`config.mk`:
```
export PLATFORM = sky130hd
export DESIGN_NAME = acpi_event_router
export DESIGN_NICKNAME = d
export VERILOG_FILES = /design/src/hdl/sync_edge.v /design/src/hdl/acpi_event_router.v
export VERILOG_INCLUDE_DIRS = /design/src /design/src/hdl
export SDC_FILE = /design/constraint.sdc
export NUM_CORES = 1
export LEC_CHECK = 0
export BUFFER_PORTS_ARGS = -buffer_cell sky130_fd_sc_hd__clkbuf_2
export CAP_MARGIN = 10
export CORE_MARGIN = 10
export CORE_UTILIZATION = 54
export DETAILED_ROUTE_END_ITERATION = 8
export GPL_TIMING_DRIVEN = 0
export HOLD_SLACK_MARGIN = 0.02
export PLACE_DENSITY = 0.77
export SLEW_MARGIN = 20
export SYNTH_ARGS = -nofsm -noshare
export SYNTH_HDL_FRONTEND = slang
export SYNTH_SLANG_ARGS = --single-unit
```
`constraint.sdc`:
```
create_clock -name core_clk -period 1.81 [get_ports core_clk]
set_clock_uncertainty 0.05 [all_clocks]
set_input_delay 0.362 -clock core_clk [delete_from_list [all_inputs] [get_ports core_clk]]
set_output_delay 0.362 -clock core_clk [all_outputs]
set_load 0.005 [all_outputs]
```
`src/hdl/acpi_event_router_regs.vh`:
```
`ifndef ACPI_EVENT_ROUTER_REGS_VH
`define ACPI_EVENT_ROUTER_REGS_VH
// ----------------------------------------------------------------
// register offsets
// ----------------------------------------------------------------
`define OFF_PM1_STS1 8'h00
`define OFF_PM1_STS2 8'h01
`define OFF_PM1_EN1 8'h02
`define OFF_PM1_EN2 8'h03
`define OFF_PM1_CTL1 8'h04
`define OFF_PM1_CTL2 8'h05
`define OFF_GPE_STS1 8'h08
`define OFF_GPE_EN1 8'h09
`define OFF_WAKE_STS1 8'h0C
`define OFF_WAKE_STS2 8'h0D
`define OFF_WAKE_EN1 8'h0E
`define OFF_WAKE_EN2 8'h0F
`define OFF_GWAKE_STS 8'h10
`define OFF_GWAKE_EN 8'h11
`define OFF_SMI_STS1 8'h12
`define OFF_SMI_STS2 8'h13
`define OFF_SMI_EN1 8'h14
`define OFF_SMI_EN2 8'h15
`define OFF_MSC_STS 8'h16
`define OFF_IRQ_MUX 8'h18
`define OFF_SP_EN1 8'h19
`define OFF_SP_EN2 8'h1A
`define OFF_SP_STS1 8'h1B
`define OFF_SP_STS2 8'h1C
`define OFF_DEV_D3 8'h1D
`define OFF_BASE_LO 8'h1E
`define OFF_BASE_HI 8'h1F
// ----------------------------------------------------------------
// field positions
// ----------------------------------------------------------------
`define BIT_PWRBTN 0
`define BIT_ALARM_SCI 1
`define BIT_OVERRIDE 2
`define BIT_WOKE 7
`define BIT_SCI_ROUTE 0
`define BIT_SLEEP_REQ 5
`define BIT_GPE_SCI 0
`define BIT_DEVINT 7
`define BIT_GLOBAL_WAKE 0
`define BIT_SMI_TO_WAKE 6
`define BIT_SMI_ROUTE 7
`define BIT_MUX_POL 0
`define BIT_MUX_PP 1
`define MUX_DEST_PIN 2'h0
`define MUX_DEST_IRQ11 2'h1
`define MUX_DEST_SERIRQ 2'h2
// ----------------------------------------------------------------
// reset values and timing
// ----------------------------------------------------------------
`define RST_BYTE 8'h00
`define RST_MUX 8'h00
`define RST_BASE 12'h000
`define CLK_KHZ 50000
`define OVERRIDE_MS 4000
`endif

```
`src/hdl/sync_edge.v`:
```
`timescale 1ns/1ps
module sync_edge #(
  parameter W = 1,
  parameter SYNC = 1
) (
  input wire clk,
  input wire rstn,
  input wire [W-1:0] d,
  output wire [W-1:0] lvl,
  output wire [W-1:0] rise
);
  reg [W-1:0] last_reg;
  generate
    if (SYNC != 0) begin : g_sync
      reg [W-1:0] s1_reg;
      reg [W-1:0] s2_reg;
      always @(posedge clk or negedge rstn) begin
        if (!rstn) begin
          s1_reg <= {W{1'b0}};
          s2_reg <= {W{1'b0}};
        end else begin
          s1_reg <= d;
          s2_reg <= s1_reg;
        end
      end
      assign lvl = s2_reg;
    end else begin : g_direct
      assign lvl = d;
    end
  endgenerate
  always @(posedge clk or negedge rstn) begin
    if (!rstn) begin
      last_reg <= {W{1'b0}};
    end else begin
      last_reg <= lvl;
    end
  end
  assign rise = lvl & ~last_reg;
endmodule // sync_edge

```
`src/hdl/acpi_event_router.v`:
```
// Behaviour
// - sci route enable steers events to SCI
// - smi route enable steers events to SMI
// - SCI goes to pin, IRQ11 or serial frame
// - no serial interrupt on standby power
// - SCI polarity and drive type from mux
// - power button status/enable raise SCI
// - button held 4 s forces off, override bits
// - alarm wake status sets, write one clears
// - alarm wake enable makes alarm a PME
// - alarm has separate SCI status/enable pair
// - enabled PME events also raise SCI
// - SMI events give SCI under joint enables
// - SMI events give PME under joint enables
// - enabled wakes power on, set woke status
// - rx_a and GPIO group B are SMI-derived SCI/PME; GPIO group A is also a direct PME source
// - non-wake SMI sources raise SMI, and SCI/PME via smi_via
// - configuration survives standby power-on reset
// - PME independent of PCI clock
// - listed sources directly assert PME
// - PME registers at 0Ch-11h, global gate
// - each function is D0 or D3
// - wake logic works with all in D3
// - runtime block base pointer held here
// - status sets regardless except override and woke bits, enable gates interrupt
// - no PME while global enable clear
// - global PME status sets regardless of enable
//
// Local design decisions: the strobed register port and the register addresses.
`timescale 1ns/1ps
`include "acpi_event_router_regs.vh"
module acpi_event_router #(
  parameter CNT_W = 28,
  parameter OVERRIDE_CYCLES = `OVERRIDE_MS * `CLK_KHZ
) (
  input wire core_clk,
  input wire rstn,
  input wire [7:0] addr,
  input wire [7:0] wdata,
  input wire wr,
  input wire rd,
  output reg [7:0] rdata,
  input wire ring_ind_a_n,
  input wire ring_ind_b_n,
  input wire modem_ring_n,
  input wire remote_ir_receiver,
  input wire keyboard_clock_in,
  input wire mouse_clock_in,
  input wire infrared_rx_b,
  input wire serial_rx_b,
  input wire serial_rx_a,
  input wire gpio_group_int_a,
  input wire gpio_group_int_b,
  input wire button_pressed,
  input wire standby_por_n,
  input wire standby_only,
  input wire alarm_event,
  input wire alarm_remember,
  input wire floppy_int,
  input wire parallel_int,
  input wire watchdog_event,
  input wire uart_a_int,
  input wire uart_b_int,
  input wire mouse_int,
  input wire keyboard_int,
  output reg smi_out,
  output reg pme_sci_o,
  output reg pme_sci_oe,
  output reg sci_irq11,
  output reg sci_serirq_req,
  output reg [3:0] sci_serirq_frame,
  output reg supply_on_n,
  output reg [7:0] dev_d3,
  output reg [11:0] pm_runtime_block
);
  // ----------------------------------------------------------------
  // helpers
  // ----------------------------------------------------------------
  function [15:0] w1c;
    input [15:0] sts;
    input [15:0] clr;
    input [15:0] set;
    begin
      w1c = (sts & ~clr) | set;
    end
  endfunction
  function hit;
    input [7:0] a;
    input [7:0] off;
    begin
      hit = (a == off);
    end
  endfunction
  // ----------------------------------------------------------------
  // input conditioning
  // ----------------------------------------------------------------
  wire [12:0] pin_lvl;
  wire [12:0] pin_rise;
  wire [1:0] pwr_lvl;
  wire [7:0] int_rise;
  // active-low pins are inverted so every active transition is a rise
  sync_edge #(.W(13), .SYNC(1)) u_pins (
    .clk(core_clk),
    .rstn(rstn),
    .d({button_pressed, gpio_group_int_b, gpio_group_int_a, ~serial_rx_a,
        ~serial_rx_b, ~infrared_rx_b, 1'b0, ~mouse_clock_in, ~keyboard_clock_in,
        remote_ir_receiver, ~modem_ring_n, ~ring_ind_b_n, ~ring_ind_a_n}),
    .lvl(pin_lvl),
    .rise(pin_rise)
  );
  sync_edge #(.W(2), .SYNC(1)) u_pwr (
    .clk(core_clk),
    .rstn(rstn),
    .d({standby_only, ~standby_por_n}),
    .lvl(pwr_lvl),
    .rise()
  );
  sync_edge #(.W(8), .SYNC(0)) u_int (
    .clk(core_clk),
    .rstn(rstn),
    .d({alarm_event, keyboard_int, mouse_int, uart_b_int, uart_a_int,
        watchdog_event, parallel_int, floppy_int}),
    .lvl(),
    .rise(int_rise)
  );
  wire por_act = pwr_lvl[0];
  wire on_standby = pwr_lvl[1];
  wire alarm_rise = int_rise[7];
  // wake vector: 0-5 pins, 6 alarm, 7 ir_b, 8 rx_b, 9 rx_a, 10-11 gpio, 12 button
  wire [12:0] wake = {pin_rise[12:7], alarm_rise, pin_rise[5:0]};
  // ----------------------------------------------------------------
  // registers
  // ----------------------------------------------------------------
  reg [7:0] pwr_sts_reg;
  reg [2:0] pwr_en_reg;
  reg sci_route_enable_reg;
  reg gpe_to_sci_enable_reg;
  reg [9:0] pme_sts_reg;
  reg [9:0] src_en_reg;
  reg device_int_wake_enable_reg;
  reg gwake_sts_reg;
  reg global_wake_enable_reg;
  reg [11:0] smi_sts_reg;
  reg [11:0] smi_en_reg;
  reg smi_to_wake_enable_reg;
  reg smi_route_enable_reg;
  reg [7:0] irq_mux_reg;
  reg [12:0] sp_en_reg;
  reg [12:0] sp_sts_reg;
  reg [7:0] dev_d3_reg;
  reg [11:0] base_reg;
  reg [CNT_W-1:0] hold_cnt_reg;
  reg override_done_reg;
  reg alarm_missed_reg;
  wire wr_ctl = wr & hit(addr, `OFF_PM1_CTL1);
  wire sleep_pulse = wr_ctl & wdata[`BIT_SLEEP_REQ];
  // ----------------------------------------------------------------
  // event sets
  // ----------------------------------------------------------------
  // pme source status: sources that reach the wake line directly
  wire [9:0] pme_set = {pin_rise[10], pin_rise[8], pin_rise[7], wake[6:0]};
  // smi status: non-wake sources, then smi-derived wake sources
  wire [11:0] smi_set = {pin_rise[12], pin_rise[11], pin_rise[10], pin_rise[9],
                         sleep_pulse, int_rise[6:0]};
  wire hold_hit = (hold_cnt_reg == OVERRIDE_CYCLES[CNT_W-1:0]);
  wire override_fire = hold_hit & ~override_done_reg & ~supply_on_n;
  wire ovr_evt = override_fire & pwr_en_reg[`BIT_OVERRIDE];
  wire [7:0] pm1_set = {|(wake & sp_en_reg), 4'h0, ovr_evt,
                        alarm_rise, pin_rise[12] & ~ovr_evt};
  wire any_wake_on = |(wake & sp_en_reg);
  // status: set wins over a same-cycle write-one clear
  wire [15:0] pwr_sts_next = w1c({8'h00, pwr_sts_reg},
    {8'h00, wr & hit(addr, `OFF_PM1_STS2) ? wdata : 8'h00},
    {8'h00, pm1_set}) & 16'h0087;
  wire [15:0] pme_sts_next = w1c({6'h00, pme_sts_reg},
    {6'h00, wr & hit(addr, `OFF_WAKE_STS2) ? wdata[2:0] : 3'h0,
     wr & hit(addr, `OFF_WAKE_STS1) ? wdata[6:0] : 7'h00},
    {6'h00, pme_set});
  wire [15:0] smi_sts_next = w1c({4'h0, smi_sts_reg},
    {4'h0, wr & hit(addr, `OFF_SMI_STS2) ? wdata[3:0] : 4'h0,
     wr & hit(addr, `OFF_SMI_STS1) ? wdata : 8'h00},
    {4'h0, smi_set});
  wire [15:0] sp_sts_next = w1c({3'h0, sp_sts_reg},
    {3'h0, wr & hit(addr, `OFF_SP_STS2) ? wdata[4:0] : 5'h00,
     wr & hit(addr, `OFF_SP_STS1) ? wdata : 8'h00},
    {3'h0, wake});
  // ----------------------------------------------------------------
  // interrupt routing
  // ----------------------------------------------------------------
  wire smi_any = |(smi_sts_reg & smi_en_reg);
  wire smi_via = device_int_wake_enable_reg & smi_to_wake_enable_reg & smi_any;
  wire pme_any = |(pme_sts_reg & src_en_reg);
  // no pme assertion while the global gate is off
  wire pme_act = global_wake_enable_reg & (pme_any | smi_via);
  wire pm1_any = |(pwr_sts_reg[2:0] & pwr_en_reg);
  wire sci_act = sci_route_enable_reg &
                 (pm1_any | (gpe_to_sci_enable_reg & pme_any) | smi_via);
  wire smi_act = smi_route_enable_reg & smi_any;
  wire [1:0] dest = irq_mux_reg[3:2];
  wire sci_lvl = irq_mux_reg[`BIT_MUX_POL] ? sci_act : ~sci_act;
  // ----------------------------------------------------------------
  // register writes and events
  // ----------------------------------------------------------------
  always @(posedge core_clk or negedge rstn) begin
    if (!rstn) begin
      pwr_sts_reg <= `RST_BYTE;
      pwr_en_reg <= 3'h0;
      sci_route_enable_reg <= 1'b0;
      gpe_to_sci_enable_reg <= 1'b0;
      pme_sts_reg <= 10'h000;
      src_en_reg <= 10'h000;
      device_int_wake_enable_reg <= 1'b0;
      gwake_sts_reg <= 1'b0;
      global_wake_enable_reg <= 1'b0;
      smi_sts_reg <= 12'h000;
      smi_en_reg <= 12'h000;
      smi_to_wake_enable_reg <= 1'b0;
      smi_route_enable_reg <= 1'b0;
      irq_mux_reg <= `RST_MUX;
      sp_en_reg <= 13'h0000;
      sp_sts_reg <= 13'h0000;
      dev_d3_reg <= `RST_BYTE;
      base_reg <= `RST_BASE;
    end else if (por_act) begin
      // standby reset clears status only; configuration is battery held
      pwr_sts_reg <= `RST_BYTE;
      pme_sts_reg <= 10'h000;
      gwake_sts_reg <= 1'b0;
      smi_sts_reg <= 12'h000;
      sp_sts_reg <= 13'h0000;
    end else begin
      pwr_sts_reg <= pwr_sts_next[7:0];
      if (ovr_evt) begin
        pwr_sts_reg[`BIT_PWRBTN] <= 1'b0;
      end
      pme_sts_reg <= pme_sts_next[9:0];
      gwake_sts_reg <= (gwake_sts_reg & ~(wr & hit(addr, `OFF_GWAKE_STS) & wdata[0]))
                       | (|pme_set);
      smi_sts_reg <= smi_sts_next[11:0];
      sp_sts_reg <= sp_sts_next[12:0];
      if (wr) begin
        case (addr)
          `OFF_PM1_EN2: pwr_en_reg <= wdata[2:0];
          `OFF_PM1_CTL1: sci_route_enable_reg <= wdata[`BIT_SCI_ROUTE];
          `OFF_GPE_EN1: gpe_to_sci_enable_reg <= wdata[`BIT_GPE_SCI];
          `OFF_WAKE_EN1: begin
            src_en_reg[6:0] <= wdata[6:0];
            device_int_wake_enable_reg <= wdata[`BIT_DEVINT];
          end
          `OFF_WAKE_EN2: src_en_reg[9:7] <= wdata[2:0];
          `OFF_GWAKE_EN: global_wake_enable_reg <= wdata[`BIT_GLOBAL_WAKE];
          `OFF_SMI_EN1: smi_en_reg[7:0] <= wdata;
          `OFF_SMI_EN2: begin
            smi_en_reg[11:8] <= wdata[3:0];
            smi_to_wake_enable_reg <= wdata[`BIT_SMI_TO_WAKE];
            smi_route_enable_reg <= wdata[`BIT_SMI_ROUTE];
          end
          `OFF_IRQ_MUX: irq_mux_reg <= wdata;
          `OFF_SP_EN1: sp_en_reg[7:0] <= wdata;
          `OFF_SP_EN2: sp_en_reg[12:8] <= wdata[4:0];
          `OFF_DEV_D3: dev_d3_reg <= wdata;
          `OFF_BASE_LO: base_reg[7:0] <= wdata;
          `OFF_BASE_HI: base_reg[11:8] <= wdata[3:0];
          default: ;
        endcase
      end
    end
  end
  // ----------------------------------------------------------------
  // button override and supply control
  // ----------------------------------------------------------------
  always @(posedge core_clk or negedge rstn) begin
    if (!rstn) begin
      hold_cnt_reg <= {CNT_W{1'b0}};
      override_done_reg <= 1'b0;
      alarm_missed_reg <= 1'b0;
      supply_on_n <= 1'b1;
    end else begin
      // counts only while held; one firing per press
      if (!pin_lvl[12]) begin
        hold_cnt_reg <= {CNT_W{1'b0}};
        override_done_reg <= 1'b0;
      end else if (!hold_hit) begin
        hold_cnt_reg <= hold_cnt_reg + {{(CNT_W-1){1'b0}}, 1'b1};
      end
      if (override_fire) begin
        override_done_reg <= 1'b1;
      end
      // a remembered alarm on standby return powers on once
      alarm_missed_reg <= por_act & alarm_remember;
      if (ovr_evt) begin
        supply_on_n <= 1'b1;
      end else if (any_wake_on | (alarm_missed_reg & ~por_act & sp_en_reg[6])) begin
        supply_on_n <= 1'b0;
      end
    end
  end
  // ----------------------------------------------------------------
  // output stage
  // ----------------------------------------------------------------
  // pme is a registered level of status and enables, clocked by core_clk like the register port
  always @(posedge core_clk or negedge rstn) begin
    if (!rstn) begin
      smi_out <= 1'b0;
      pme_sci_o <= 1'b0;
      pme_sci_oe <= 1'b0;
      sci_irq11 <= 1'b0;
      sci_serirq_req <= 1'b0;
      sci_serirq_frame <= 4'h0;
      dev_d3 <= `RST_BYTE;
      pm_runtime_block <= `RST_BASE;
    end else begin
      smi_out <= smi_act;
      if (dest == `MUX_DEST_PIN) begin
        pme_sci_o <= irq_mux_reg[`BIT_MUX_PP] ? sci_lvl : 1'b0;
        pme_sci_oe <= irq_mux_reg[`BIT_MUX_PP] | ~sci_lvl;
      end else begin
        pme_sci_o <= 1'b0;
        pme_sci_oe <= pme_act;
      end
      sci_irq11 <= (dest == `MUX_DEST_IRQ11) & sci_act;
      sci_serirq_req <= (dest == `MUX_DEST_SERIRQ) & sci_act & ~on_standby;
      sci_serirq_frame <= irq_mux_reg[7:4];
      dev_d3 <= dev_d3_reg;
      pm_runtime_block <= base_reg;
    end
  end
  // ----------------------------------------------------------------
  // read port
  // ----------------------------------------------------------------
  always @(posedge core_clk or negedge rstn) begin
    if (!rstn) begin
      rdata <= `RST_BYTE;
    end else if (rd) begin
      case (addr)
        `OFF_PM1_STS2: rdata <= pwr_sts_reg;
        `OFF_PM1_EN2: rdata <= {5'h00, pwr_en_reg};
        `OFF_PM1_CTL1: rdata <= {7'h00, sci_route_enable_reg};
        `OFF_GPE_STS1: rdata <= {7'h00, pme_any};
        `OFF_GPE_EN1: rdata <= {7'h00, gpe_to_sci_enable_reg};
        `OFF_WAKE_STS1: rdata <= {1'b0, pme_sts_reg[6:0]};
        `OFF_WAKE_STS2: rdata <= {5'h00, pme_sts_reg[9:7]};
        `OFF_WAKE_EN1: rdata <= {device_int_wake_enable_reg, src_en_reg[6:0]};
        `OFF_WAKE_EN2: rdata <= {5'h00, src_en_reg[9:7]};
        `OFF_GWAKE_STS: rdata <= {7'h00, gwake_sts_reg};
        `OFF_GWAKE_EN: rdata <= {7'h00, global_wake_enable_reg};
        `OFF_SMI_STS1: rdata <= smi_sts_reg[7:0];
        `OFF_SMI_STS2: rdata <= {4'h0, smi_sts_reg[11:8]};
        `OFF_SMI_EN1: rdata <= smi_en_reg[7:0];
        `OFF_SMI_EN2: rdata <= {smi_route_enable_reg, smi_to_wake_enable_reg, 2'h0,
                                smi_en_reg[11:8]};
        `OFF_IRQ_MUX: rdata <= irq_mux_reg;
        `OFF_SP_EN1: rdata <= sp_en_reg[7:0];
        `OFF_SP_EN2: rdata <= {3'h0, sp_en_reg[12:8]};
        `OFF_SP_STS1: rdata <= sp_sts_reg[7:0];
        `OFF_SP_STS2: rdata <= {3'h0, sp_sts_reg[12:8]};
        `OFF_DEV_D3: rdata <= dev_d3_reg;
        `OFF_BASE_LO: rdata <= base_reg[7:0];
        `OFF_BASE_HI: rdata <= {4'h0, base_reg[11:8]};
        default: rdata <= `RST_BYTE;
      endcase
    end else begin
      rdata <= `RST_BYTE;
    end
  end
endmodule // acpi_event_router

```
Yosys cells after proc, flatten, opt, wreduce, memory -nomap -nowiden
Index checks and enable logic that the tools add are counted.
Word-level totals
  word-level logic and storage cells: 187
  register bits: 232
  input bits: 43
Cells by class
  bitwise logic cells: 71
  reduce and logical (&&, ||, !) cells: 21
  muxes and demuxes: 25
  equality and inequality tests: 28
  add/sub/neg operators: 1
Operator list (number)
  $pmux 8 s23: 1
  $eq 8x5->1 const B: 14
  $mux 28: 2
  $eq 8x4->1 const B: 6
  $reduce_and 3->1: 14
  $mux 8: 5
  $and 13x13->13: 3
  $add 28x1->28 const B: 1
  $and 1x1->1: 28
  $eq 28x28->1 const B: 1
  $not 13->13: 2
  $and 12x12->12: 2
  $and 10x10->10: 2
  $reduce_or 10->1: 2
  $not 1->1: 17
  $and 8x8->8: 2
  $not 8->8: 2
  $mux 13: 1
  $or 13x13->13: 1
  $reduce_or 13->1: 1
  $mux 12: 1
  $not 12->12: 1
  $or 12x12->12: 1
  $reduce_or 12->1: 1
  20 further kinds: 35

Longest topological paths before layout
  depth after elaboration: 11
  mapped depth: 8
  depth with buffers taken out: 7

Cells and area by module
Synthesis repeated with hierarchy kept, for this count alone.
Second synthesis, totals
  cells, all modules: 910
  area total of the unflattened synthesis: 10105.9 um2
Modules (own cells, without submodules)
  acpi_event_router: area an instance 8403.1 um2, cells each 826, instances 1, sequential area each 4505.6 um2
  sync_edge (u_pins): area an instance 1154.9 um2, cells each 52, instances 1, sequential area each 975.9 um2
  sync_edge (u_int): area an instance 370.4 um2, cells each 24, instances 1, sequential area each 200.2 um2
  sync_edge (u_pwr): area an instance 177.7 um2, cells each 8, instances 1, sequential area each 150.1 um2

Worst setup path before layout
OpenSTA, ideal clock, no wires.
  path kind: input port to flip-flop
  from: input port addr[4]
  to: register smi_en_reg[10]
  path buffers: 3
  cell stages on the path: 7
  slack: -0.298 ns
  data arrival time: 1.926 ns
  library setup time: 0.132 ns
  path through: buf_2 -> or4b_1 -> buf_2 -> or4_1 -> clkbuf_1 -> nand2_1 -> o21ai_0
On the way
  word-level cells in the longest chain between the ends: 2
RTL lines
  from (decl): line acpi_event_router.v:38  | input wire [7:0] addr,
  $eq 8x5->1: line acpi_event_router.v:242  | case (addr)
  $reduce_and 3->1 (no source line)
  to (signal assigned): line acpi_event_router.v:254  | smi_en_reg[11:8] <= wdata[3:0];
  to (decl): line acpi_event_router.v:144  | reg [11:0] smi_en_reg;
Every way passes these cells.
A chain may end at the register's enable or synchronous reset.

Final worst setup path
  from: register hold_cnt_reg[7]
  to: register pwr_sts_reg[0]
On the way
  word-level cells in the longest chain between the ends: 9
RTL lines
  from (decl): line acpi_event_router.v:152  | reg [CNT_W-1:0] hold_cnt_reg;
  from (signal assigned): line acpi_event_router.v:274  | hold_cnt_reg <= {CNT_W{1'b0}};
  from (signal assigned): line acpi_event_router.v:281  | hold_cnt_reg <= {CNT_W{1'b0}};
  from (signal assigned): line acpi_event_router.v:284  | hold_cnt_reg <= hold_cnt_reg + {{(CNT_W-1){1'b0}}, 1'b1};
  $eq 28x28->1 *: line acpi_event_router.v:165  | wire hold_hit = (hold_cnt_reg == OVERRIDE_CYCLES[CNT_W-1:0]);
  $and 1x1->1 * (2 in a row): line acpi_event_router.v:166  | wire override_fire = hold_hit & ~override_done_reg & ~supply_on_n;
  $and 1x1->1 *: line acpi_event_router.v:167  | wire ovr_evt = override_fire & pwr_en_reg[`BIT_OVERRIDE];
  $not 1->1: line acpi_event_router.v:169  | alarm_rise, pin_rise[12] & ~ovr_evt};
  $and 1x1->1: line acpi_event_router.v:169
  $or 8x8->8: line acpi_event_router.v:84  | w1c = (sts & ~clr) | set;
  $mux 1 *: line acpi_event_router.v:233  | if (ovr_evt) begin
  $mux 8 *: line acpi_event_router.v:224  | end else if (por_act) begin
  to (signal assigned): line acpi_event_router.v:206  | pwr_sts_reg <= `RST_BYTE;
  to (signal assigned): line acpi_event_router.v:226  | pwr_sts_reg <= `RST_BYTE;
  to (signal assigned): line acpi_event_router.v:232  | pwr_sts_reg <= pwr_sts_next[7:0];
  to (decl): line acpi_event_router.v:134  | reg [7:0] pwr_sts_reg;
Mark *: on every way between the ends. The rest lies on a longest branch, timed or not.

==> results by group <==
Yosys
  – Asr flop ratio synth: 100%
  – Distinct cells, synth: 70
  – Post-Synth XOR/XNOR Area: 1.95%
  – Post-synthesis simple-gate area fraction: 18.2%
  – Post-synth EDFFs: 0
  – Synth Warn #: 0
  – Post-Syn Nets: 947
  – Synth Instances: 902
  – #FFs+latches synth: 228
  – Post-Synth Adder-Cell Area: 0.253%
  – Mapped Area: 9880 um2
  – Post-synthesis sequential area ratio: 57.7%
  – Post-synthesis mux area share: 6.46%
  – Synthesized area per cell: 11.0 um2
  – Synth Flop Type: dfrtp_1
  – Largest family of logic cells by synthesized area: simple AND/OR/NAND/NOR gates
  – Synth Area in Compound Gates: 12.5%

Global routing
  – Initial antenna violation count: 0
  – Largest net degree at the start of global routing: 87
  – First-pass GRT wire length: 49300 um
  – Vias in the first global route: 8163
  – GRT Overall Usage: 26.1%
  – Global route overflow: 0

Clocking
  – CTS tree: yes
  – Root Driver: clkbuf_16
  – Clk buf depth: 3
  – CTS sink count: 228
  – Clk_lat worst skew: 0.53 ns
  – CTS buffer count: 24
  – CTS H-tree depth: 1
  – Clock-pin slew on the worst setup and hold paths: 0.06 ns

Critical path
  – Critical Path RT: 2.18 ns
  – Cell Chain, Critical Path: or4_4 > nor4_4 > nand4bb_1 > and3b_1
  – Setup crit start kind: flip-flop
  – Delay-heaviest family, CP: simple AND/OR/NAND/NOR gates
  – CP Class: reg -> reg
  – Largest stage delay, worst path: 0.57 ns
  – Slowest cell on crit path: or4_4
  – Buf/Inv on CP: 0
  – Setup crit end kind: flip-flop
  – Worst EP arrival: 2.33 ns
  – Max FO, Critical Path: 4

Place
  – GPL Wtd Cong: 0.984
  – Place WS: -0.988 ns
  – Port Buf Inserts: 75
  – Placed Area: 10800 um2
  – Hpwl dp: 22500 um

Status
  – Status: finished, violations left
  – Failing checks: negative setup slack

Detailed routing
  – DR top layer: met4
  – DRT antenna net count: 0
  – M1 WL: 13000 um
  – DR vias/cell: 6.32
  – WL met2: 14500 um
  – DR pass1 iterations: 7
  – Number of remaining DRC errors: 0
  – Wire length per cell: 24.6 um
  – DR vias: 8285
  – DR WL met3: 3230 um
  – Drt total wl: 32300 um
  – DR iter-0 viols: 959

Pwr
  – Power per cell area: 913 nW/um2
  – Static leakage: 5.70 nW
  – Peak supply drop: 1210 uV

Cells and area
  – ANT cells: 0
  – Area Overhead vs Synth: 26.6%
  – Max reg flops: 28
  – Final Cell Area: 12500 um2
  – Share of cells above drive strength 1: 26.3%
  – Final #Nets: 1109

Die
  – Initial Utilization: 55.0%
  – # IOs: 81
  – Die Area: 24100 um2
  – Chip Height: 155 um
  – Die Wd: 155 um
  – # rows: 49
  – Core Box Area: 18000 um2

Timing
  – Slew Viols, Final: 0
  – Final setup viols: 21
  – Worst rel slew slack: 46.1%
  – RSZ-0062 raised after global routing: yes
  – Crit path time final: 1.95 ns
  – Final Cycle Share: 108%
  – Final Hold Vio Count: 0
  – Final Hold Slack: 0.157 ns
  – PnR worst setup slack: -0.144 ns
  – Achievable frequency: 512 MHz
  – Slew @ Worst Pin: 0.808 ns

Flow run
  – Max Cap Viol: 0

Worst hold path
  – Hold Crit Class: in -> reg
## worst reg2reg max path, delay by kind of cell, from the launching register on
family        cells  cell delay [ns]
simple gates      4             1.42
flops             1             0.40
## path summary, 6_finish.rpt
| path | start | end | slack [ns] | cells after the start |
|---|---|---|---|---|
| max reg2reg | hold_cnt_reg[7]$_DFFE_PN0P_ | pwr_sts_reg[0]$_DFF_PN0_ | -0.14 | 4 |
| min | wdata[5] | dev_d3_reg[5]$_DFFE_PN0P_ | 0.16 | 2 |
| min in group asynchronous | rstn | hold_cnt_reg[9]$_DFFE_PN0P_ | 0.37 | 2 |
| max in group asynchronous | rstn | pme_sts_reg[7]$_DFF_PN0_ | 0.51 | 3 |
| max | hold_cnt_reg[7]$_DFFE_PN0P_ | pwr_sts_reg[0]$_DFF_PN0_ | -0.14 | 4 |
| min reg2reg | u_pins.g_sync.s1_reg[11]$_DFF_PN0_ | u_pins.lvl[11]$_DFF_PN0_ | 0.30 | 0 |
## power breakdown
group | leakage [nW] | switching (mW) | internal (mW)
Combinational | 2.27 | 0.521 | 0.294
Sequential | 3.02 | 0.175 | 5.29
Clock | 0.406 | 2.03 | 3.12
## cells in the mapped netlist, types with 6 or more instances
| library cell | number | area [um2] |
|---|---|---|
| a31oi_1 | 12 | 75.1 |
| nor4_1 | 7 | 43.8 |
| nor4b_1 | 6 | 52.6 |
| o21ai_0 | 63 | 315 |
| nor2b_1 | 21 | 131 |
| buf_2 | 7 | 35.0 |
| nand4_1 | 20 | 125 |
| mux2_2 | 42 | 473 |
| nor3b_1 | 9 | 67.6 |
| nor2_1 | 33 | 124 |
| and2_1 | 23 | 144 |
| and3_1 | 14 | 87.6 |
| mux2i_1 | 12 | 120 |
| nand3b_1 | 7 | 52.6 |
| dfrtp_1 | 227 | 5680 |
| nand2_1 | 101 | 379 |
| xnor2_1 | 11 | 96.3 |
| nand2b_1 | 18 | 113 |
| nor3_1 | 9 | 45.0 |
| nand3_1 | 25 | 125 |
| clkbuf_1 | 38 | 143 |
| inv_1 | 26 | 97.6 |
| a21boi_0 | 7 | 52.6 |
| a22oi_1 | 11 | 82.6 |
| xor2_1 | 11 | 96.3 |
| a21oi_1 | 45 | 225 |
| a32oi_1 | 9 | 78.8 |
| a22o_1 | 8 | 70.1 |
## layout by cell type (no fill, tap or decap), types with 6 or more instances in the layout
master	n
xnor2_1	11
buf_4	31
o21ai_0	54
xor2_1	11
dfrtp_1	223
nor2b_1	17
nor2_1	30
nand2b_1	17
mux2_4	7
nand3b_1	7
nand2_1	99
clkbuf_2	82
and2_1	24
mux2i_1	12
nand4_1	20
dlygate4sd3_1	24
mux2_2	35
clkbuf_8	10
a21oi_1	43
a22o_1	8
a21boi_0	6
a31oi_1	9
and3_1	11
inv_1	26
nor3b_1	7
a22oi_1	11
clkbuf_16	26
o21ai_1	8
a32oi_1	9
clkbuf_1	25
nand3_1	23
## routing by layer
layer | track usage [%] | vias up
li1 | - | 3566
met1 | 35.9 | 4114
met2 | 40.3 | 507
met3 | 5.51 | 98
met4 | 9.36 | 0
met5 | 0 | -
## final cells by class
type                            count  area, um2
Inverter                           26       97.6
Timing Repair Buffer              139       1020
Clock buffer                       35        702
Fill cell                        1293       5450
Sequential cell                   228       5710
Multi-Input combinational cell    601       4290
Buffer                             44        267
Clock inverter                      9        136
Tap cell                          229        287
## what timing repair did
action                                  in CTS  in global routing
pin swaps                                   22                 13
hold buffers                                24                  0
endpoints found under the setup margin     102                 71
endpoints found under the hold margin       90                  0
gates resized for setup                     48                 41
cloned                                       1                  2
buffers inserted                            27                  8
## through the flow
step                util (%)  power, mW  instances  setup TNS, ns
floorplan                  -       5.82        902          -5.97
detailed placement      60.0       6.26       1208         -71.94
CTS                     68.3       11.5       1301         -0.534
global route            69.6       11.8       1311          -2.63
global placement        59.6       6.23       1206        -992.98
finish                  69.6       11.4       1311          -1.21
## cells by family (layout without fill, tap and decap cells)
family | count (synthesis) | in the layout
AOI/OAI and AO/OA | 194 | 194
xor gates and xnor gates | 22 | 22
adders and majority gates | 2 | 2
buffers and inverters | 73 | 253
DFF | 228 | 228
muxes | 56 | 56
and+or+nand+nor | 327 | 327
Power figures use the tool's default switching activity.
